[src/logic/dad_pkg.sv]
package dad_pkg;

  localparam int ADDR_W = 12;
  localparam int DATA_W = 8;
  localparam int BANK_W = 4;

  // Opcode layout
  localparam logic [15:0] OPC_DADJ     = 16'h0007;
  localparam logic [5:0]  OPC_DEC      = 6'h01;
  localparam int          OPC_HI       = 15;
  localparam int          OPC_LO       = 10;
  localparam int          DEST_BIT     = 9;
  localparam int          BANKED_BIT   = 8;
  localparam int          FADDR_HI     = 7;

  // Access bank split and indexed window
  localparam logic [7:0]  ILO_LIMIT    = 8'h5f;
  localparam logic [7:0]  ACC_SPLIT    = 8'h60;
  localparam logic [3:0]  ACC_LO_BANK  = 4'h0;
  localparam logic [3:0]  ACC_HI_BANK  = 4'hf;

  // Arithmetic constants
  localparam logic [3:0]  BCD_MAX      = 4'h9;
  localparam logic [3:0]  BCD_FIX      = 4'h6;
  localparam logic [7:0]  DEC_OVF_SRC  = 8'h80;

  // Reset values
  localparam logic [7:0]  ACC_RST      = 8'h00;
  localparam logic [15:0] IR_RST       = 16'h0000;

  typedef enum logic [1:0] {
    DAD_Q1 = 2'b00,
    DAD_Q2 = 2'b01,
    DAD_Q3 = 2'b11,
    DAD_Q4 = 2'b10
  } dad_phase_t;

  typedef enum logic [1:0] {
    DAD_OP_NONE = 2'b00,
    DAD_OP_DADJ = 2'b01,
    DAD_OP_DEC  = 2'b10
  } dad_op_t;

  typedef struct packed {
    logic n;
    logic overflow_flag;
    logic z;
    logic digit_carry_flag;
    logic c;
  } dad_flags_t;

  localparam dad_flags_t FLAGS_RST = 5'h00;

  typedef struct packed {
    logic              en;
    logic [ADDR_W-1:0] addr;
    logic [DATA_W-1:0] data;
  } dad_mem_wr_t;

endpackage

[src/logic/dad_alu.sv]
`timescale 1ns/10ps
module dad_alu (
  // Operation select
  input  wire dad_pkg::dad_op_t    op,
  // Operand and incoming flags
  input  wire logic [7:0]          opnd,
  input  wire dad_pkg::dad_flags_t flags_in,
  // Result
  output logic [7:0]               result,
  output dad_pkg::dad_flags_t      flags_out
);
  import dad_pkg::*;

  logic [4:0] lo_sum;
  logic [4:0] hi_sum;

  always_comb begin
    lo_sum    = 5'h00;
    hi_sum    = 5'h00;
    result    = opnd;
    flags_out = flags_in;
    unique case (op)
      DAD_OP_NONE: begin
        result = opnd;
      end
      DAD_OP_DEC: begin
        result       = opnd - 8'h01;
        flags_out.c                = (opnd != 8'h00);
        flags_out.digit_carry_flag = (opnd[3:0] != 4'h0);
        flags_out.overflow_flag    = (opnd == DEC_OVF_SRC);
        flags_out.n  = result[7];
        flags_out.z  = (result == 8'h00);
      end
      DAD_OP_DADJ: begin
        lo_sum = {1'b0, opnd[3:0]};
        if (opnd[3:0] > BCD_MAX || flags_in.digit_carry_flag) begin
          lo_sum = lo_sum + {1'b0, BCD_FIX};
        end
        hi_sum = {1'b0, opnd[7:4]} + {4'h0, lo_sum[4]};
        if (hi_sum > {1'b0, BCD_MAX} || flags_in.c) begin
          hi_sum = hi_sum + {1'b0, BCD_FIX};
        end
        result = {hi_sum[3:0], lo_sum[3:0]};
        // Carry only ever sets here, never clears
        flags_out.c = flags_in.c | hi_sum[4];
      end
      default: begin
        result = opnd;
      end
    endcase
  end

endmodule

[src/logic/dad_core.sv]
`timescale 1ns/10ps
// What this block does
// - Decrement reads operand in phase two, computes in three, writes in four.
// - Decrement sets carry, digit carry, negative, overflow, zero from operand minus one.
// - Destination bit 0 sends result to accumulator; 1 writes operand byte back.
// - Bank-access bit 0 resolves the address inside the fixed access bank.
// - Extended set, bank bit 0, address up to 95 uses indexed literal offset.
// - Decimal adjust adds 6 per nibble when above 9 or digit carry (low) / carry (high) set.
module dad_core (
  // Clock and reset
  input  wire logic                            sys_clk,
  input  wire logic                            sys_rst,
  // Instruction from decode stage
  input  wire logic                            instr_valid,
  input  wire logic [15:0]                     instr_word,
  output logic                                 instr_taken,
  // Addressing context
  input  wire logic [dad_pkg::BANK_W-1:0]      bank_select_register,
  input  wire logic                            ext_set_en,
  input  wire logic [dad_pkg::ADDR_W-1:0]      index_base,
  // Data memory read
  output logic                                 mem_rd_en,
  output logic [dad_pkg::ADDR_W-1:0]           mem_rd_addr,
  input  wire logic [dad_pkg::DATA_W-1:0]      mem_rd_data,
  // Data memory write
  output dad_pkg::dad_mem_wr_t                 mem_wr,
  // Loads from the rest of the core
  input  wire logic                            acc_load,
  input  wire logic [dad_pkg::DATA_W-1:0]      acc_load_data,
  input  wire logic                            flags_load,
  input  wire dad_pkg::dad_flags_t             flags_load_data,
  // State
  output dad_pkg::dad_phase_t                  q_phase,
  output logic [dad_pkg::DATA_W-1:0]           accumulator,
  output dad_pkg::dad_flags_t                  status_flags,
  output logic                                 instr_done
);
  import dad_pkg::*;

  dad_phase_t        phase_r;
  dad_phase_t        phase_nxt;
  dad_op_t           op_r;
  logic [15:0]       ir_r;
  logic [ADDR_W-1:0] addr_r;
  logic [7:0]        opnd_r;
  logic [7:0]        result_r;
  dad_flags_t        flags_res_r;
  logic [7:0]        acc_r;
  dad_flags_t        flags_r;
  logic              rd_en_r;
  dad_mem_wr_t       wr_r;
  logic              done_r;
  logic [7:0]        alu_result;
  dad_flags_t        alu_flags;

  function automatic dad_op_t decode_op(input logic [15:0] w);
    dad_op_t op;
    op = DAD_OP_NONE;
    if (w[OPC_HI:OPC_LO] == OPC_DEC) begin
      op = DAD_OP_DEC;
    end else if (w == OPC_DADJ) begin
      op = DAD_OP_DADJ;
    end
    return op;
  endfunction

  // Operand address resolution for byte instructions
  function automatic logic [ADDR_W-1:0] resolve_addr(
    input logic [7:0]        f,
    input logic              banked,
    input logic [BANK_W-1:0] bank,
    input logic              ext_en,
    input logic [ADDR_W-1:0] base
  );
    logic [ADDR_W-1:0] a;
    a = {ACC_LO_BANK, f};
    if (banked) begin
      a = {bank, f};
    end else if (ext_en && f <= ILO_LIMIT) begin
      a = base + {4'h0, f};
    end else if (f >= ACC_SPLIT) begin
      a = {ACC_HI_BANK, f};
    end else begin
      a = {ACC_LO_BANK, f};
    end
    return a;
  endfunction

  dad_alu dad_alu_inst (
    .op        (op_r),
    .opnd      (opnd_r),
    .flags_in  (flags_r),
    .result    (alu_result),
    .flags_out (alu_flags)
  );

  // Free-running quarter phases; one instruction cycle is four clocks
  always_comb begin
    unique case (phase_r)
      DAD_Q1: phase_nxt = DAD_Q2;
      DAD_Q2: phase_nxt = DAD_Q3;
      DAD_Q3: phase_nxt = DAD_Q4;
      DAD_Q4: phase_nxt = DAD_Q1;
    endcase
  end

  always_ff @(posedge sys_clk) begin
    if (sys_rst) begin
      phase_r <= DAD_Q1;
    end else begin
      phase_r <= phase_nxt;
    end
  end

  // Instruction latched at the end of the decode phase
  always_ff @(posedge sys_clk) begin
    if (sys_rst) begin
      ir_r   <= IR_RST;
      op_r   <= DAD_OP_NONE;
      addr_r <= {ADDR_W{1'b0}};
    end else if (phase_r == DAD_Q1) begin
      ir_r   <= instr_word;
      op_r   <= instr_valid ? decode_op(instr_word) : DAD_OP_NONE;
      addr_r <= resolve_addr(instr_word[FADDR_HI:0], instr_word[BANKED_BIT],
                             bank_select_register, ext_set_en, index_base);
    end
  end

  // read strobe in second phase
  // Decoded from the live word so memory sees the strobe in Q2
  always_ff @(posedge sys_clk) begin
    if (sys_rst) begin
      rd_en_r <= 1'b0;
    end else begin
      rd_en_r <= (phase_r == DAD_Q1) && instr_valid &&
                 (decode_op(instr_word) == DAD_OP_DEC);
    end
  end

  // Operand capture; the accumulator is the operand of the adjust
  always_ff @(posedge sys_clk) begin
    if (sys_rst) begin
      opnd_r <= 8'h00;
    end else if (phase_r == DAD_Q2) begin
      opnd_r <= (op_r == DAD_OP_DEC) ? mem_rd_data : acc_r;
    end
  end

  always_ff @(posedge sys_clk) begin
    if (sys_rst) begin
      result_r    <= 8'h00;
      flags_res_r <= FLAGS_RST;
    end else if (phase_r == DAD_Q3) begin
      result_r    <= alu_result;
      flags_res_r <= alu_flags;
    end
  end

  // memory write-back when destination bit set
  always_ff @(posedge sys_clk) begin
    if (sys_rst) begin
      wr_r <= '0;
    end else if (phase_r == DAD_Q3) begin
      wr_r.en   <= (op_r == DAD_OP_DEC) && ir_r[DEST_BIT];
      wr_r.addr <= addr_r;
      wr_r.data <= alu_result;
    end else begin
      wr_r.en <= 1'b0;
    end
  end

  // accumulator destination; own write beats external load
  always_ff @(posedge sys_clk) begin
    if (sys_rst) begin
      acc_r <= ACC_RST;
    end else if (phase_r == DAD_Q4 &&
                 (op_r == DAD_OP_DADJ || (op_r == DAD_OP_DEC && !ir_r[DEST_BIT]))) begin
      acc_r <= result_r;
    end else if (acc_load) begin
      acc_r <= acc_load_data;
    end
  end

  always_ff @(posedge sys_clk) begin
    if (sys_rst) begin
      flags_r <= FLAGS_RST;
    end else if (phase_r == DAD_Q4 && op_r != DAD_OP_NONE) begin
      flags_r <= flags_res_r;
    end else if (flags_load) begin
      flags_r <= flags_load_data;
    end
  end

  // Completion pulse in the cycle after the write phase
  always_ff @(posedge sys_clk) begin
    if (sys_rst) begin
      done_r <= 1'b0;
    end else begin
      done_r <= (phase_r == DAD_Q4) && (op_r != DAD_OP_NONE);
    end
  end

  // Handshake output is combinational; the rest come from flip-flops
  assign instr_taken  = (phase_r == DAD_Q1);
  assign mem_rd_en    = rd_en_r;
  assign mem_rd_addr  = addr_r;
  assign mem_wr       = wr_r;
  assign q_phase      = phase_r;
  assign accumulator  = acc_r;
  assign status_flags = flags_r;
  assign instr_done   = done_r;

endmodule

[config.mk]
export PLATFORM = sky130hd
export DESIGN_NAME = dad_core
export DESIGN_NICKNAME = d
export VERILOG_FILES = /design/src/logic/dad_pkg.sv /design/src/logic/dad_alu.sv /design/src/logic/dad_core.sv
export SDC_FILE = /design/constraint.sdc
export NUM_CORES = 1
export LEC_CHECK = 0
export ABC_AREA = 1
export BUFFER_PORTS_ARGS = -buffer_cell sky130_fd_sc_hd__buf_2
export CAP_MARGIN = 20
export CORE_ASPECT_RATIO = 0.9
export CORE_MARGIN = 3
export CORE_UTILIZATION = 53
export CTS_CLUSTER_DIAMETER = 80
export DETAILED_ROUTE_END_ITERATION = 10
export GPL_ROUTABILITY_DRIVEN = 1
export PLACE_DENSITY_LB_ADDON = 0.12
export SYNTH_ARGS = -nofsm -noshare
export SYNTH_HDL_FRONTEND = slang
export SYNTH_SLANG_ARGS = --single-unit
[constraint.sdc]
create_clock -name sys_clk -period 3.2 [get_ports sys_clk]
set_input_delay 0.16 -clock sys_clk [delete_from_list [all_inputs] [get_ports sys_clk]]
set_output_delay 0.16 -clock sys_clk [all_outputs]
set_load 0.05 [all_outputs]
==> metrics.cfg <==
[synth]
synthAdderAreaFrac_pct=6.24
seq_area_frac_synth_pct=33.6
ys.flop_type=dfxtp_1
synthMuxAreaShare_pct=0
synth-compound-area-share_pct=18.1
netlist_area_mm2=0.00393
synthDistinctLibCells=38
netlist_instances=584
synth_xor_area_share_pct=1.59
synth-edff-count=0
ys_seq_elements=66
syn_area_per_cell_um2=6.73
synthArstFlopShare_pct=0
ys_warn_count=0
syn_nets=662
synth_top_family_by_area=simple AND/OR/NAND/NOR gates
synth-simple-area-share_pct=31.4

[global_route]
antenna_found_initial=0
overflow=0
met2_usage_pct=38.8
use_met3_pct=5.73
grt_pass1_wl_um=17900
grt_pass1_vias=3642
grt-busiest-layer=met2
grt.total_usage_pct=25.7
grt_max_degree=34
grt_use_met1_pct=37.9

[detailed_routing]
drt_iter0_drc=267
routed_wl_um=11000
route.detailed.drc=0
viasPerCell=5.33
ant_nets=0
drt_first_pass_iters=5
dr_total_vias=4155
wire_per_inst_um=14.2

[sta]
period_share_pct=83.0
rsz0062_at_grt=no
tightest_slew_ns=0.840
tns_ns=0
drv_slew=0
skew_ns=0.0103
hold_ws_ns=0.0867
final_hold_viol_count=0
fin_ws_ns=0.544
max_freq_mhz=376
setup_violations=0
slew_headroom_pct=43.8
period_minus_slack_ns=2.66

[clock_network]
root_buffer=clkbuf_8
clk_pin_slew_worst_paths_ns=0.07
cts_hold_buffers=0
htree_levels=3
cts_setup_buffers=0
clock_sinks=66
clk_path_buf_depth=2
cts_resized=0
cts_buffers=9
clkLatencyLatePin_ns=0.33
tritoncts=yes

[die]
placementRows=29
chipWidth_um=96.8
num_io_pins=110
core_mm2=0.00711
die_y_um=87.7
die-area_mm2=0.00849
start_util_pct=55.3

[run]
cap_violations=0

[power]
ir_drop_mv=0.280
power.density_mw_per_mm2=465
p_leak_nw=2.29

[worst_setup_path]
cp_data_arrival_time_ns=2.87
required_ns=3.41
path_cells=inv_1 > ha_1 > o21ai_1 > a21oi_1 > a211oi_1 > ha_1 > ha_1 > nand3_1 > inv_1 > nor2_1 > o21ai_0 > nand2_1 > nand2_1 > a21oi_1
cp_common_cell=ha_1
worstSetupPathType=flip-flop to flip-flop
critPathLaunchType=flip-flop
cpMaxStageDelayCell=dfxtp_1
critPathMaxFanout=5
cpPeakStageDelay_ns=0.41
end_kind=flip-flop
worstReg2RegStart=opnd_r[0]
crit_path_start=opnd_r[0]

[final_layout]
fin_nets=761
area_delta_synth_final_pct=19.9
post-route-util_pct=66.3
drive_gt1_share_pct=22.0
num_antenna_cells=0
final_area_mm2=0.00471

[placed_design]
post-place-ws_ns=0.586
gp_congestion=0.949
dp_hpwl_um=8410
place_area_mm2=0.00449
port_buffers=109

[hold_path]
hold_class=input port to flip-flop
min_from=acc_load_data[6]

[run_status]
status=finished clean

## power by group
part	internal [mW]	switching, mW
logic	0.155	0.346
registers	0.867	0.0420
clock network	0.478	0.302
## area by class of cell
| class | count | area, um^2 |
|---|---|---|
| Tap cell | 93 | 116 |
| Timing Repair Buffer | 112 | 568 |
| Fill cell | 663 | 2400 |
| Sequential cell | 66 | 1320 |
| Clock buffer | 13 | 159 |
| Multi-Input combinational cell | 432 | 2260 |
| Clock inverter | 2 | 60.1 |
| Inverter | 62 | 233 |
## sequential cells by signal, indices dropped and copies added (netlist names)
signal / cells
status_flags: 5
accumulator: 8
ir_r: 1
mem_rd_en: 1
mem_wr: 21
mem_rd_addr: 12
flags_res_r: 5
op_r: 2
instr_done: 1
opnd_r: 8
q_phase: 2
## path summary, 6_finish.rpt
path,endpoint,slack (ns),cells after the start
worst max-delay path,flags_res_r[0],0.54,14
worst min-delay path,accumulator[6],0.09,3
worst max register to register,flags_res_r[0],0.54,14
worst min register to register,flags_res_r[0],0.47,2
## per-layer routing
layer / part of all wire, % / up-vias
li1: - / 2140
met1: 51 / 1869
met2: 42 / 137
met3: 6.1 / 9
met4: 0.66 / 0
met5: 0 / -
## cell usage after synthesis (2+ instances only)
library cell    n  area share, %
nor2_1         68            6.5
buf_6           2           0.57
nand3_2         2           0.51
a31oi_1         9            1.4
o21ai_0        40            5.1
a211oi_1        2           0.38
nor4_1          3           0.48
clkbuf_1       12            1.1
nand2_1       147             14
inv_2           6           0.57
a311oi_1       13            2.9
buf_2           7           0.89
buf_4           2           0.38
nand3_1        36            4.6
xor2_1          3           0.67
dfxtp_1        66             34
o211ai_1        4           0.76
nand3b_1        3           0.57
or2_2           5           0.80
a21oi_1        41            5.2
inv_1          55            5.3
a21o_1          2           0.38
o21ai_1         5           0.64
nand4_1        12            1.9
nand2_2         3           0.48
a21oi_2         5            1.1
nor3_1          3           0.38
ha_1           18            5.7
## placed cells by master, fill, tap and decap left out, types with 2 or more instances in the layout
cell / instances
xor2_1: 3
nor3_1: 3
clkbuf_1: 2
nand4_1: 12
nand3_1: 36
clkbuf_8: 11
o211ai_1: 4
nand3_2: 2
ha_1: 18
bufinv_16: 2
nor2_1: 68
a211oi_1: 2
a311oi_1: 13
nor4_1: 3
nand2_1: 147
buf_2: 109
inv_1: 55
a21oi_1: 41
nand2_2: 3
o21ai_0: 40
nand3b_1: 3
a21o_1: 2
o21ai_1: 5
buf_4: 3
a31oi_1: 9
dfxtp_1: 66
inv_2: 6
a21oi_2: 5
or2_2: 5
## stage by stage
step	cells	power, mW
after detailed placement	765	1.42
final	780	2.19
after CTS	780	2.20
after global placement	765	1.42
after global routing	780	2.29
after floorplan	584	1.29
## cell families after synthesis
logic type,after synthesis
AOI/OAI and AO/OA,122
xor gates and xnor gates,5
adders and majority gates,19
buffers and inverters,86
DFF,66
and+or+nand+nor,286
## critical path, delay by kind of cell, from the launching register on
family	cells	cell delay (ns)
and+or+nand+nor	4	0.42
adders and majority gates	3	0.77
buffers and inverters	2	0.24
AOI/OAI and AO/OA	5	0.70
DFF	1	0.41
Note: power is estimated with default switching activity, not from simulation.
